`src/evt_pkg.sv`:
```
package evt_pkg;

  // Vector entries and return-address handling.
  localparam logic [31:0] VEC_RESET = 32'h0000_0000;
  localparam logic [31:0] VEC_BOOT = 32'h8000_0000;
  localparam logic [31:0] VEC_BREAK = 32'h0000_0010;
  localparam logic [31:0] VEC_UNDEF = 32'h0000_0020;
  localparam logic [31:0] VEC_MISALIGN = 32'h0000_0030;
  localparam logic [31:0] VEC_TRAP_BASE = 32'h0000_0040;
  localparam logic [31:0] VEC_PERIPH = 32'h0000_0080;
  localparam logic [31:0] VEC_FLASH_RAM = 32'h0080_4000;
  localparam logic [31:0] TRAP_RET_STEP = 32'h0000_0004;
  localparam logic [31:0] RET_ALIGN_MASK = 32'hffff_fffc;

  // Register port offsets and status word field positions.
  localparam logic [7:0] REG_STATUS_OFF = 8'h00;
  localparam logic [7:0] REG_RET_ADDR_OFF = 8'h04;
  localparam int MODE_POS = 7;
  localparam int ENABLE_POS = 6;
  localparam int C_POS = 0;
  localparam int SAVED_MODE_POS = 15;
  localparam int SAVED_ENABLE_POS = 14;
  localparam int SAVED_FLAG_POS = 8;

  // Idle level of the break pin and its synchroniser.
  localparam logic PIN_IDLE = 1'b1;

  typedef enum logic [3:0] {
    MEM_NONE = 4'h0,
    LOAD_HALF = 4'h1,
    LOAD_HALF_UNSIGNED = 4'h2,
    WRITE_HALF = 4'h3,
    LOAD_WORD = 4'h4,
    WRITE_WORD = 4'h5,
    LOCK_READ = 4'h6,
    UNLOCK_WRITE = 4'h7,
    LOAD_BYTE = 4'h8,
    WRITE_BYTE = 4'h9
  } mem_kind_e;

  typedef enum logic [2:0] {
    EV_RESET = 3'h0,
    EV_BREAK = 3'h1,
    EV_UNDEF = 3'h2,
    EV_MISALIGN = 3'h3,
    EV_TRAP = 3'h4,
    EV_PERIPH = 3'h5
  } event_e;

  typedef enum logic [1:0] {
    CTL_RESET = 2'b01,
    CTL_RUN = 2'b10
  } ctl_e;

  typedef struct packed {
    logic stack_mode_bit;
    logic interrupt_enable_bit;
    logic arith_flag;
    logic saved_stack_mode;
    logic saved_int_enable;
    logic saved_arith_flag;
  } status_word_s;

  localparam status_word_s STATUS_RESET = '0;

  typedef struct packed {
    logic valid;
    logic [31:0] pc;
    logic [15:0] opcode;
    logic is_trap;
    logic [3:0] trap_num;
    logic is_return;
    mem_kind_e mem_kind;
    logic [31:0] mem_addr;
  } decode_s;

  typedef struct packed {
    logic valid;
    mem_kind_e kind;
    logic [31:0] addr;
  } mem_req_s;

  typedef struct packed {
    logic [7:0] addr;
    logic [31:0] wdata;
    logic wr;
    logic rd;
  } reg_req_s;

endpackage

```
`src/cpu_event_entry_return.sv`:
```
`timescale 1ns/10ps
// Summary of operation
// - Entry copies mode, enable, flag into backups.
// - Entry clears enable and flag; mode per event.
// - Entry saves return address, loads vector.
// - Vector entry is fetched as a jump.
// - Return copies backup bits into status bits.
// - Return loads PC from backup return address.
// - Return clears two low address bits.
// - Backups are undefined after a return.
// - Reset vectors to zero, boot ROM in boot.
// - Peripheral vector, internal RAM in flash mode.
// - Interrupts save next address; reset undefined.
// - Sixteen traps, four-byte spacing, saves address plus four.
// - Unimplemented opcode raises fault, not executed.
// - Synchronous fault beats peripheral interrupt.
// - Faults save own address, half-word bit shown.
// - Undefined and misalign faults have own vectors.
// - Half-word access at odd address faults.
// - Word, lock, unlock at unaligned address fault.
// - Faulting access issues no bus cycle.
// - Emergency break has fixed vector, unmaskable.
module cpu_event_entry_return
  import evt_pkg::*;
#(
  parameter logic [15:0] OP_MAP = 16'hbfff
)
(
  // Clock and reset
  input wire logic CLK,
  input wire logic RESET,
  // Mode straps
  input wire logic BOOT_MODE,
  input wire logic FLASH_EW_MODE,
  // Interrupt sources
  input wire logic BREAK_PIN_N,
  input wire logic PERIPH_IRQ,
  // Instruction in decode
  input wire decode_s DEC,
  input wire logic FLAG_WE,
  input wire logic FLAG_IN,
  // Register port
  input wire reg_req_s REG,
  output logic [31:0] REG_RDATA,
  // Status and fetch control
  output status_word_s STATUS,
  output logic [31:0] BACKUP_RETURN_ADDR,
  output logic REDIRECT,
  output logic [31:0] REDIRECT_PC,
  output logic CANCEL,
  output logic EVENT_TAKEN,
  output event_e EVENT_KIND,
  output logic EVENT_RETURN,
  // Memory request
  output mem_req_s MEM_REQ
);

  typedef struct packed {
    ctl_e ctl;
    logic brk_s1;
    logic brk_s2;
    logic brk_s3;
    logic brk_level;
    logic brk_pend;
    status_word_s status;
    logic [31:0] ret_addr;
    logic redirect;
    logic [31:0] redirect_pc;
    logic cancel;
    logic taken;
    event_e kind;
    logic returned;
    mem_req_s mem;
    logic [31:0] rdata;
  } state_s;

  localparam state_s STATE_RESET = '{
    ctl: CTL_RESET,
    brk_s1: PIN_IDLE,
    brk_s2: PIN_IDLE,
    brk_s3: PIN_IDLE,
    brk_level: PIN_IDLE,
    brk_pend: 1'b0,
    status: STATUS_RESET,
    ret_addr: 32'h0,
    redirect: 1'b0,
    redirect_pc: 32'h0,
    cancel: 1'b0,
    taken: 1'b0,
    kind: EV_RESET,
    returned: 1'b0,
    mem: '{valid: 1'b0, kind: MEM_NONE, addr: 32'h0},
    rdata: 32'h0
  };

  state_s state_r;
  state_s state_nxt;
  logic running;
  logic undef_w;
  logic mis_w;
  logic undef_go;
  logic mis_go;
  logic fault_go;
  logic slot_w;
  logic boundary_w;
  logic brk_fall;
  logic take_brk;
  logic take_irq;
  logic take_trap;
  logic do_return;
  logic take_w;
  logic keep_mode;
  event_e ev_w;
  logic [31:0] vec_w;
  logic [31:0] ret_w;

  fault_check #(
    .OP_MAP(OP_MAP)
  ) u_fault (
    .dec(DEC),
    .undef(undef_w),
    .misalign(mis_w)
  );

  vector_sel u_vec (
    .kind(ev_w),
    .trap_num(DEC.trap_num),
    .boot_mode(BOOT_MODE),
    .flash_ew_mode(FLASH_EW_MODE),
    .vec(vec_w)
  );

  assign running = (state_r.ctl == CTL_RUN);
  assign slot_w = running & DEC.valid;
  assign undef_go = running & undef_w;
  assign mis_go = running & mis_w;
  assign fault_go = undef_go | mis_go;

  // The break edge counts once the two later synchroniser stages agree.
  assign brk_fall = state_r.brk_level & (state_r.brk_s2 == state_r.brk_s3) & ~state_r.brk_s3;

  // Interrupts are taken only in a decode slot on a word boundary, and a fault
  // in the same slot always wins.
  assign boundary_w = slot_w & (DEC.pc[1:0] == 2'b00) & ~fault_go;
  assign take_brk = boundary_w & state_r.brk_pend;
  assign take_irq = boundary_w & ~state_r.brk_pend & PERIPH_IRQ &
                    state_r.status.interrupt_enable_bit;
  assign take_trap = slot_w & ~fault_go & ~take_brk & ~take_irq & DEC.is_trap;
  assign do_return = slot_w & ~fault_go & ~take_brk & ~take_irq & ~DEC.is_trap & DEC.is_return;
  assign take_w = ~running | fault_go | take_brk | take_irq | take_trap;

  assign ev_w = ~running ? EV_RESET :
                undef_go ? EV_UNDEF :
                mis_go ? EV_MISALIGN :
                take_brk ? EV_BREAK :
                take_irq ? EV_PERIPH : EV_TRAP;

  assign keep_mode = (ev_w == EV_UNDEF) | (ev_w == EV_MISALIGN) | (ev_w == EV_TRAP);

  always_comb
  begin
    case (ev_w)
      EV_TRAP:
        ret_w = DEC.pc + TRAP_RET_STEP;
      EV_RESET:
        ret_w = state_r.ret_addr;
      default:
        ret_w = DEC.pc;
    endcase
  end

  always_comb
  begin
    logic [31:0] img;
    img = 32'h0;
    state_nxt = state_r;
    state_nxt.redirect = 1'b0;
    state_nxt.cancel = 1'b0;
    state_nxt.taken = 1'b0;
    state_nxt.returned = 1'b0;
    state_nxt.mem.valid = 1'b0;
    state_nxt.rdata = 32'h0;
    state_nxt.brk_s1 = BREAK_PIN_N;
    state_nxt.brk_s2 = state_r.brk_s1;
    state_nxt.brk_s3 = state_r.brk_s2;
    if (state_r.brk_s2 == state_r.brk_s3)
    begin
      state_nxt.brk_level = state_r.brk_s3;
    end
    // A new edge in the accepting cycle stays pending.
    state_nxt.brk_pend = (state_r.brk_pend & ~take_brk) | brk_fall;
    img[MODE_POS] = state_r.status.stack_mode_bit;
    img[ENABLE_POS] = state_r.status.interrupt_enable_bit;
    img[C_POS] = state_r.status.arith_flag;
    img[SAVED_MODE_POS] = state_r.status.saved_stack_mode;
    img[SAVED_ENABLE_POS] = state_r.status.saved_int_enable;
    img[SAVED_FLAG_POS] = state_r.status.saved_arith_flag;
    if (REG.rd)
    begin
      if (REG.addr == REG_STATUS_OFF)
      begin
        state_nxt.rdata = img;
      end
      else if (REG.addr == REG_RET_ADDR_OFF)
      begin
        state_nxt.rdata = state_r.ret_addr;
      end
    end
    if (REG.wr && REG.addr == REG_STATUS_OFF)
    begin
      state_nxt.status.stack_mode_bit = REG.wdata[MODE_POS];
      state_nxt.status.interrupt_enable_bit = REG.wdata[ENABLE_POS];
      state_nxt.status.arith_flag = REG.wdata[C_POS];
      state_nxt.status.saved_stack_mode = REG.wdata[SAVED_MODE_POS];
      state_nxt.status.saved_int_enable = REG.wdata[SAVED_ENABLE_POS];
      state_nxt.status.saved_arith_flag = REG.wdata[SAVED_FLAG_POS];
    end
    if (REG.wr && REG.addr == REG_RET_ADDR_OFF)
    begin
      state_nxt.ret_addr = REG.wdata;
    end
    if (FLAG_WE)
    begin
      state_nxt.status.arith_flag = FLAG_IN;
    end
    case (state_r.ctl)
      CTL_RESET, CTL_RUN:
      begin
        state_nxt.ctl = CTL_RUN;
        if (take_w)
        begin
          // The whole entry lands in one register update.
          state_nxt.status.saved_stack_mode = state_r.status.stack_mode_bit;
          state_nxt.status.saved_int_enable = state_r.status.interrupt_enable_bit;
          state_nxt.status.saved_arith_flag = state_r.status.arith_flag;
          state_nxt.status.interrupt_enable_bit = 1'b0;
          state_nxt.status.arith_flag = 1'b0;
          state_nxt.status.stack_mode_bit = keep_mode &
                                            state_r.status.stack_mode_bit;
          state_nxt.ret_addr = ret_w;
          // Fetch restarts at the entry, which holds a software jump.
          state_nxt.redirect = 1'b1;
          state_nxt.redirect_pc = vec_w;
          state_nxt.taken = 1'b1;
          state_nxt.kind = ev_w;
          state_nxt.cancel = (ev_w != EV_TRAP) & (ev_w != EV_RESET);
        end
        else if (do_return)
        begin
          // Backups keep stale values; software must not rely on them.
          state_nxt.status.stack_mode_bit = state_r.status.saved_stack_mode;
          state_nxt.status.interrupt_enable_bit = state_r.status.saved_int_enable;
          state_nxt.status.arith_flag = state_r.status.saved_arith_flag;
          state_nxt.redirect = 1'b1;
          state_nxt.redirect_pc = state_r.ret_addr & RET_ALIGN_MASK;
          state_nxt.returned = 1'b1;
        end
        else if (slot_w && DEC.mem_kind != MEM_NONE)
        begin
          // Only non-faulting slots reach here, so a fault issues no access.
          state_nxt.mem.valid = 1'b1;
          state_nxt.mem.kind = DEC.mem_kind;
          state_nxt.mem.addr = DEC.mem_addr;
        end
      end
      default:
        state_nxt.ctl = CTL_RESET;
    endcase
  end

  always_ff @(posedge CLK)
  begin
    if (RESET)
    begin
      state_r <= STATE_RESET;
    end
    else
    begin
      state_r <= state_nxt;
    end
  end

  assign REG_RDATA = state_r.rdata;
  assign STATUS = state_r.status;
  assign BACKUP_RETURN_ADDR = state_r.ret_addr;
  assign REDIRECT = state_r.redirect;
  assign REDIRECT_PC = state_r.redirect_pc;
  assign CANCEL = state_r.cancel;
  assign EVENT_TAKEN = state_r.taken;
  assign EVENT_KIND = state_r.kind;
  assign EVENT_RETURN = state_r.returned;
  assign MEM_REQ = state_r.mem;
endmodule

```
`src/fault_check.sv`:
```
`timescale 1ns/10ps
module fault_check
  import evt_pkg::*;
#(
  parameter logic [15:0] OP_MAP = 16'hbfff
)
(
  // Instruction in decode
  input wire decode_s dec,
  // Fault flags
  output logic undef,
  output logic misalign
);

  logic mis_raw;

  // One bit per major opcode; a cleared bit marks an unimplemented opcode.
  assign undef = dec.valid & ~OP_MAP[dec.opcode[15:12]];

  always_comb
  begin
    case (dec.mem_kind)
      LOAD_HALF, LOAD_HALF_UNSIGNED, WRITE_HALF:
        mis_raw = dec.mem_addr[0];
      LOAD_WORD, WRITE_WORD, LOCK_READ, UNLOCK_WRITE:
        mis_raw = |dec.mem_addr[1:0];
      default:
        mis_raw = 1'b0;
    endcase
  end

  assign misalign = dec.valid & ~undef & mis_raw;

endmodule

```
`src/vector_sel.sv`:
```
`timescale 1ns/10ps
module vector_sel
  import evt_pkg::*;
(
  // Event and mode selection
  input wire event_e kind,
  input wire logic [3:0] trap_num,
  input wire logic boot_mode,
  input wire logic flash_ew_mode,
  // Vector entry address
  output logic [31:0] vec
);

  always_comb
  begin
    case (kind)
      EV_RESET:
        vec = boot_mode ? VEC_BOOT : VEC_RESET;
      EV_BREAK:
        vec = VEC_BREAK;
      EV_UNDEF:
        vec = VEC_UNDEF;
      EV_MISALIGN:
        vec = VEC_MISALIGN;
      EV_TRAP:
        vec = VEC_TRAP_BASE + {26'h0, trap_num, 2'b00};
      EV_PERIPH:
        vec = flash_ew_mode ? VEC_FLASH_RAM : VEC_PERIPH;
      default:
        vec = VEC_RESET;
    endcase
  end

endmodule

```
`config.mk`:
```
export PLATFORM = sky130hd
export DESIGN_NAME = cpu_event_entry_return
export DESIGN_NICKNAME = d
export VERILOG_FILES = /design/src/evt_pkg.sv /design/src/cpu_event_entry_return.sv /design/src/fault_check.sv /design/src/vector_sel.sv
export SDC_FILE = /design/constraint.sdc
export NUM_CORES = 1
export LEC_CHECK = 0
export ABC_AREA = 1
export CORE_MARGIN = 5
export CORE_UTILIZATION = 69
export DETAILED_ROUTE_END_ITERATION = 6
export DONT_BUFFER_PORTS = 1
export PLACE_DENSITY = 0.93
export SLEW_MARGIN = 5
export SYNTH_ARGS = -nofsm -noshare
export SYNTH_HDL_FRONTEND = slang
export SYNTH_HIERARCHICAL = 1
export SYNTH_SLANG_ARGS = --single-unit
```
`constraint.sdc`:
```
create_clock -name CLK -period 5.1 [get_ports CLK]
set_input_delay 0.255 -clock CLK [delete_from_list [all_inputs] [get_ports CLK]]
set_output_delay 0.255 -clock CLK [all_outputs]
set_load 0.005 [all_outputs]
```
==> impl_metrics.yaml, run 1 <==
outcome:
  status: "finished, violations left"
  violations: "design-rule violations"
global_route:
  grt_pass1_wl_um: 39500
  antenna_found_initial: 0
  grt.overflow.total: 0
  grt_usage: 0.342
  grt_pass1_vias: 7243
  grt_max_degree: 77
cells_and_area:
  nNetsFinal: 1306
  fill_cells: 1079
  drive_above_1_share: 0.0519
  post-route-cell-area_mm2: 0.00856
  seqCellArea_mm2: 0.00306
  areaGrowthSynthToFinish_pct: -1.98
  multi_input_area_mm2: 0.00386
synth:
  synthArstFlopShare: 0
  yosys.area_share.simple: 0.276
  synth_top_family_by_area: "simple AND/OR/NAND/NOR gates"
  synth_ff_type: "dfxtp_1"
  syn_area_per_cell_um2: 6.72
  yosys-top-cells-count: "nand2_1, nor2_1, buf_4"
  yosys_warnings: 6
  synth_area_leader_cell: "dfxtp_1"
  synth_edf_count: 0
  synth_cell_types: 42
  netlist_area_mm2: 0.00873
  synthAdderAreaFrac: 0.00287
  synth_xor_area_frac: 0.00702
  synth.area.top_cells: "dfxtp_1, buf_4, nand2_1, nor2_1, o21ai_0"
  synth_top_area_share: 0.351
  netlist_instances: 1300
  yosysSeqAreaShare: 0.351
  yosysMostFrequentCell: "nand2_1"
  synth_compound_area_frac: 0.147
  ys_ff_latch: 153
  synthMuxAreaShare: 0
die:
  start_util: 0.697
  die-area_mm2: 0.0150
  die_w_um: 122
  num_io_pins: 287
  core_area_mm2: 0.0125
  die_height_um: 122
  num_rows: 41
timing:
  hold_violations: 0
  max_freq_mhz: 305
  finalSetupTns_ns: 0
  setup_viol: 0
  worstMarginPinSlew_ns: 0.967
  rsz0062_at_grt: "false"
  period_share: 0.644
  min_period_ns: 3.28
  slew-limit-headroom: 0.354
  drv_slew: 0
  clock_skew_ns: 0.00839
power_and_ir_drop:
  ir_drop_uv: 272
  p_total_uw: 4360
  power_leakage_uw: 0.00368
  power.density_mw_per_mm2: 510
cts:
  cts_tree: "done"
  cts_hold_buf: 38
  clock-root-buffer: "clkbuf_16"
  clock_path_buffers: 2
  htreeDepth: 4
  postCtsResizedCells: 0
  clkSlewWorstSetupHoldPaths_ns: 0.07
  cts_sinks: 153
  worstSkewPairLatency_ns: 0.43
  cts_setup_buffers: 0
  numCtsBuffers: 17
worst_setup_path:
  cp-startpoint: "state_r[151]$_SDFF_PP1_"
  cp.arrival_ns: 3.60
  r2r_start: "state_r[151]$_SDFF_PP1_"
  crit_fanout: 37
  end_kind: "flip-flop"
  rr_worst_depth: 14
  startpoint_type: "flip-flop"
  critical_path_required_ns: 5.42
  critPathKind: "reg -> reg"
routing:
  viasPerCell: 5.84
  vias: 7876
  drt_wl_total_um: 26400
  drtIter0Drc: 877
  antenna_left: 0
  first_pass_iters: 7
  detail_route.drc_violations: 1
  post_drt_wl_per_cell_um: 19.6
placement:
  gp_congestion: 0.959
  portBuffers: 0
  hpwl_um: 18300
  dpl_cell_area_mm2: 0.00757
worst_hold_path:
  min-delay-start: "REG[10]"
  hold_depth: 2
  holdCritPathClass: "in -> reg"
job:
  max-cap-violations: 0
-- report_power, final --
group,total [µW],switching (µW),internal (µW)
Sequential,1600,203,1400
Combinational,1470,1070,407
Clock,1280,511,773
Total,4360,1780,2580
-- path summary, 6_finish.rpt --
| check | to | slack (ns) |
|---|---|---|
| setup / recovery | MEM_REQ[18]$_SDFFE_PP0P_ | 1.82 |
| hold / removal | STATUS[0]$_SDFF_PP0_ | 0.006 |
| setup reg to reg | MEM_REQ[18]$_SDFFE_PP0P_ | 1.82 |
| hold reg to reg | state_nxt[148]$_SDFF_PP1_ | 0.45 |
-- per-stage QoR --
stage / cells / util / worst slack (ns) / hold WS (ns)
detailed placement: 1278 / 0.604 / 1.92 / 0.335
global route: 1348 / 0.683 / 1.57 / 0.0150
finish: 1349 / 0.684 / 1.82 / 0.00589
global placement: 1278 / 0.604 / 1.93 / 0.331
CTS: 1348 / 0.683 / 1.89 / 0.00237
floorplan: 1322 / - / 3.13 / 0.359
-- sequential cells by signal, summed over array words and instances (netlist names), 2 cells and up --
| signal | cells |
|---|---|
| BACKUP_RETURN_ADDR | 32 |
| EVENT_KIND | 3 |
| MEM_REQ | 37 |
| REDIRECT_PC | 32 |
| REG_RDATA | 32 |
| STATUS | 6 |
| state_nxt | 2 |
| state_r | 5 |
-- cells in the final DEF (no fill, tap or decap), types with 2 or more instances in the layout --
cell type	count
a21oi_1	81
a22oi_1	2
a31oi_1	3
buf_4	6
bufinv_16	2
clkbuf_16	17
clkbuf_8	4
clkinv_2	4
conb_1	23
dfxtp_1	153
dlygate4sd3_1	37
ha_1	2
inv_1	94
inv_2	6
inv_6	2
nand2_1	300
nand2_2	2
nand3_1	41
nand3_4	3
nand3b_1	6
nand4_1	15
nor2_1	172
nor2_2	3
nor2_4	2
nor2_8	2
nor3_1	15
o211ai_1	11
o21ai_0	105
o21ai_1	37
o32ai_1	2
or2_2	2
xor2_1	6
-- per-layer routing --
metal,global-route usage,routed length (µm),share of wire
met3,0.135,3490,0.13
met5,0,0,0
met2,0.550,12100,0.46
met1,0.412,9770,0.37
met4,0.137,1030,0.039
-- cell type report --
cell class,instances,area share
flip-flops and latches,153,0.358
clock buffers,22,0.0566
repair buffers,44,0.0509
multi-input cells,846,0.451
diodes,1,0.000292
clock inverters,10,0.0133
inverters,101,0.0446
well taps,172,0.0251
-- logic make-up (layout without fill, tap and decap cells) --
family                     Yosys count  count (layout)
xor gates and xnor gates             7               7
and+or+nand+nor                    569             569
AOI/OAI and AO/OA                  245             245
other                                1              24
adders and majority gates            2               2
buffers and inverters              323             177
DFF                                153             153
-- worst max-delay path, cell delays in order, from the launching register on --
cell and delay [ns]:
dfxtp_1 0.31, inv_1 0.04, ha_1 0.32, nand2_2 0.15, inv_2 0.06, nand3_4 0.09
nor2_4 0.06, nor2_8 0.23, nand3_4 0.41, inv_4 0.23, nand2_8 0.08, nor2_8 0.42
inv_2 0.40, nor2_1 0.26, nor2_1 0.07
No activity file was read; power rests on OpenSTA's default activity.
==> run 2, diff against run 1 <==
- CORE_UTILIZATION: 69 -> 64
- PLACE_DENSITY: 0.93 -> 0.88
- clock period: 5.1 -> 3.1 ns (I/O delays scaled with it)
==> impl_metrics.yaml, run 2 (same netlist as run 1, synthesis figures left out) <==
timing:
  worstMarginPinSlew_ns: 0.936
  setup_ws_ns: 0.385
  period_share: 0.876
  max_freq_mhz: 368
  finalSetupTns_ns: 0
  setup_viol: 0
  min_period_ns: 2.71
  slew-limit-headroom: 0.375
  drv_slew: 0
  whs_ns: 0.0201
  rsz0062_at_grt: "false"
  clock_skew_ns: 0.00934
  hold_violations: 0
cts:
  clkSlewWorstSetupHoldPaths_ns: 0.06
  worstSkewPairLatency_ns: 0.43
  clock_path_buffers: 2
  cts_tree: "done"
  htreeDepth: 4
  cts_sinks: 153
  cts_setup_buffers: 0
  numCtsBuffers: 17
  clock-root-buffer: "clkbuf_16"
routing:
  antenna_left: 0
  drtIter0Drc: 888
  post_drt_wl_per_cell_um: 19.1
  drt_wl_total_um: 26400
  viasPerCell: 5.76
  vias: 7940
  detail_route.drc_violations: 0
  first_pass_iters: 6
worst_setup_path:
  r2r_start: "state_r[151]$_SDFF_PP1_"
  startpoint_type: "flip-flop"
  critical_path_required_ns: 3.46
  crit_fanout: 24
  cp-startpoint: "state_r[151]$_SDFF_PP1_"
  cp.arrival_ns: 3.08
  critPathKind: "reg -> reg"
  end_kind: "flip-flop"
placement:
  dpl_cell_area_mm2: 0.00765
  hpwl_um: 18900
  gp_congestion: 0.906
  portBuffers: 0
  place_worst_setup_slack_ns: 0.479
die:
  start_util: 0.657
  num_io_pins: 287
  die_w_um: 127
  num_rows: 42
  die-area_mm2: 0.0161
  core_area_mm2: 0.0133
  die_height_um: 127
worst_hold_path:
  min-delay-start: "REG[17]"
  holdCritPathClass: "in -> reg"
global_route:
  grt.overflow.total: 0
  grt_pass1_wl_um: 40400
  grt_usage: 0.317
  antenna_found_initial: 1
  grt_max_degree: 45
  grt_pass1_vias: 7374
power_and_ir_drop:
  power.density_mw_per_mm2: 815
  ir_drop_uv: 553
  power_leakage_uw: 0.00377
cells_and_area:
  num_antenna_cells: 0
  mostFrequentLayoutCells: "nand2_1, nor2_1, dfxtp_1"
  final_common_cell: "nand2_1"
  drive_above_1_share: 0.0607
  nNetsFinal: 1333
  post-route-cell-area_mm2: 0.00878
  areaGrowthSynthToFinish_pct: 0.545
  largest_reg_flops: 37
job:
  max-cap-violations: 0
outcome:
  status: "completed"
==> run 2: final timing paths <==
check                                        end  slack (ns)  cells past startpoint
min reg2reg            state_nxt[148]$_SDFF_PP1_        0.46                      1
max           BACKUP_RETURN_ADDR[7]$_SDFFE_PP0P_        0.39                     14
min          BACKUP_RETURN_ADDR[15]$_SDFFE_PP0P_        0.02                      4
max reg2reg   BACKUP_RETURN_ADDR[7]$_SDFFE_PP0P_        0.39                     14
==> run 2: cell type report <==
cell class | count | area, µm²
Fill cell | 1115 | 4520
Clock inverter | 13 | 120
Tap cell | 176 | 220
Sequential cell | 153 | 3060
Inverter | 101 | 382
Multi-Input combinational cell | 846 | 3860
Timing Repair Buffer | 71 | 678
Clock buffer | 19 | 453
==> run 2: repair_timing <==
action | in CTS | in global routing
endpoints found under the hold margin | 98 | 0
resized for setup | 0 | 0
hold buffers | 54 | 0
==> run 2: where the power goes <==
part | switching (µW) | leakage (µW) | internal [µW]
Combinational | 1740 | 0.00225 | 739
Sequential | 340 | 0.00125 | 2310
Clock | 876 | 0.000270 | 1150
Total | 2960 | 0.00377 | 4200
==> run 2: routing by layer <==
metal  up-vias  track usage  share of wire
li1       3753            -              -
met1      3545        0.384           0.38
met2       573        0.518           0.46
met3        67        0.112           0.13
met4         2        0.124          0.032
met5         -            0        0.00049
==> run 2: critical path, cell delays in order (launching register included) <==
cell	delay, ns
dfxtp_1	0.30
inv_1	0.06
ha_1	0.35
nand2_2	0.11
inv_2	0.09
nand3_4	0.09
nor2_4	0.15
nor2_8	0.09
nand3_4	0.22
nand2_2	0.23
inv_2	0.39
o21ai_0	0.23
nor2_1	0.19
nor2_1	0.06
nor2_1	0.07
==> run 2: per-stage QoR <==
| stage | util | std cells | total power [µW] |
|---|---|---|---|
| after floorplan | - | 1322 | 4800 |
| after global placement | 0.576 | 1293 | 4950 |
| after detailed placement | 0.576 | 1293 | 4990 |
| after CTS | 0.660 | 1379 | 7070 |
| after global routing | 0.660 | 1379 | 7520 |
| final | 0.660 | 1379 | 7150 |
==> run 3, diff against run 2 <==
- PLACE_DENSITY: 0.88 -> 0.81
==> impl_metrics.yaml, run 3 (same netlist as run 1, synthesis figures left out) <==
worst_hold_path:
  hold_end: "BACKUP_RETURN_ADDR[24]$_SDFFE_PP0P_"
  hold_depth: 4
  min-delay-start: "DEC[82]"
  holdCritPathClass: "in -> reg"
timing:
  setup_viol: 0
  hold_violations: 0
  rsz0062_at_grt: "false"
  max_freq_mhz: 406
  worstMarginPinSlew_ns: 0.678
  setup_ws_ns: 0.635
  finalSetupTns_ns: 0
  slew-limit-headroom: 0.547
  min_period_ns: 2.46
  period_share: 0.795
  drv_slew: 0
  clock_skew_ns: 0.0110
worst_setup_path:
  rr_worst_depth: 14
  end_kind: "flip-flop"
  rr_endpoint: "BACKUP_RETURN_ADDR[15]$_SDFFE_PP0P_"
  crit_fanout: 15
  r2r_start: "state_r[151]$_SDFF_PP1_"
  startpoint_type: "flip-flop"
  critPathKind: "reg -> reg"
  r2r_setup_slack_ns: 0.64
  critical_path_required_ns: 3.41
  cp.arrival_ns: 2.78
job:
  max-cap-violations: 0
global_route:
  grt_max_degree: 46
  grt_usage: 0.309
  grt_pass1_wl_um: 39800
  grt_pass1_vias: 7270
  antenna_found_initial: 1
  grt.overflow.total: 0
placement:
  gp_congestion: 0.952
  hpwl_um: 18300
  portBuffers: 0
  place_worst_setup_slack_ns: 0.689
die:
  num_io_pins: 287
  core_area_mm2: 0.0133
  die-area_mm2: 0.0161
  num_rows: 42
  die_height_um: 127
  start_util: 0.657
  die_w_um: 127
routing:
  antenna_left: 0
  first_pass_iters: 5
  drt_wl_total_um: 25800
  vias: 7785
  drtIter0Drc: 809
  viasPerCell: 5.67
  detail_route.drc_violations: 0
  post_drt_wl_per_cell_um: 18.8
cts:
  cts_sinks: 153
  htreeDepth: 4
  clock_path_buffers: 2
  numCtsBuffers: 17
  cts_tree: "done"
  worstSkewPairLatency_ns: 0.42
  clock-root-buffer: "clkbuf_16"
  clkSlewWorstSetupHoldPaths_ns: 0.06
power_and_ir_drop:
  power_leakage_uw: 0.00374
  ir_drop_uv: 602
  power.density_mw_per_mm2: 818
cells_and_area:
  num_antenna_cells: 0
  mostFrequentLayoutCells: "nand2_1, nor2_1, dfxtp_1"
  drive_above_1_share: 0.0560
  nNetsFinal: 1329
  fill_cells: 1127
  largest_reg_flops: 37
  final_common_cell: "nand2_1"
  final_core_utilization: 0.656
  areaGrowthSynthToFinish_pct: -0.0430
outcome:
  status: "completed"
[run 3: area by class of cell]
class	instances	area, µm²	share of cell area
multi-input cells	846	3860	0.443
flip-flops and latches	153	3060	0.351
repair buffers	67	643	0.0737
clock buffers	19	433	0.0496
inverters	101	382	0.0437
well taps	176	220	0.0252
clock inverters	11	124	0.0142
[run 3: timing repair]
action,4_1_cts,5_1_grt
buffers inserted,0,0
endpoints found under the hold margin,96,0
hold buffers,52,0
resized for setup,0,0
[run 3: worst max-delay path: stages (launching register included)]
cell     delay (ns)
dfxtp_1        0.29
inv_1          0.04
ha_1           0.27
nand2_2        0.10
inv_2          0.08
nand3_4        0.09
nor2_4         0.15
nor2_8         0.09
nand3_4        0.14
nand2_2        0.19
inv_2          0.25
buf_4          0.25
nand3_1        0.17
a21oi_1        0.19
nor2_1         0.05
[run 3: through the flow]
step	cell area (µm²)	total power [µW]	cells	hold slack, ns
after CTS	8730	7070	1373	0.000496
after global placement	7640	4990	1291	0.231
after detailed placement	7640	5030	1291	0.232
after floorplan	8810	4800	1322	0.259
final	8730	7140	1373	0.0173
after global routing	8730	7540	1373	0.0158
[run 3: metal layers]
metal,up-vias,routed length [µm],GRT usage
met3,65,2830,0.101
met5,-,20,0
met2,468,11800,0.493
li1,3737,-,-
met4,2,829,0.112
met1,3513,10300,0.393
[run 3: worst max path at each step]
stage                            start                             endpoint  cells past startpoint
6_report       state_r[151]$_SDFF_PP1_  BACKUP_RETURN_ADDR[15]$_SDFFE_PP0P_                     14
5_1_grt        state_r[151]$_SDFF_PP1_   BACKUP_RETURN_ADDR[9]$_SDFFE_PP0P_                     13
4_1_cts        state_r[151]$_SDFF_PP1_  BACKUP_RETURN_ADDR[15]$_SDFFE_PP0P_                     14
3_5_place_dp   state_r[151]$_SDFF_PP1_  BACKUP_RETURN_ADDR[15]$_SDFFE_PP0P_                     14
3_3_place_gp   state_r[151]$_SDFF_PP1_  BACKUP_RETURN_ADDR[15]$_SDFFE_PP0P_                     14
2_1_floorplan  state_r[151]$_SDFF_PP1_             MEM_REQ[10]$_SDFFE_PP0P_                     16
[run 3: power by group]
group / switching [µW] / internal (µW)
sequential: 327 / 2310
clock: 830 / 1180
combinational: 1740 / 764
total: 2890 / 4250
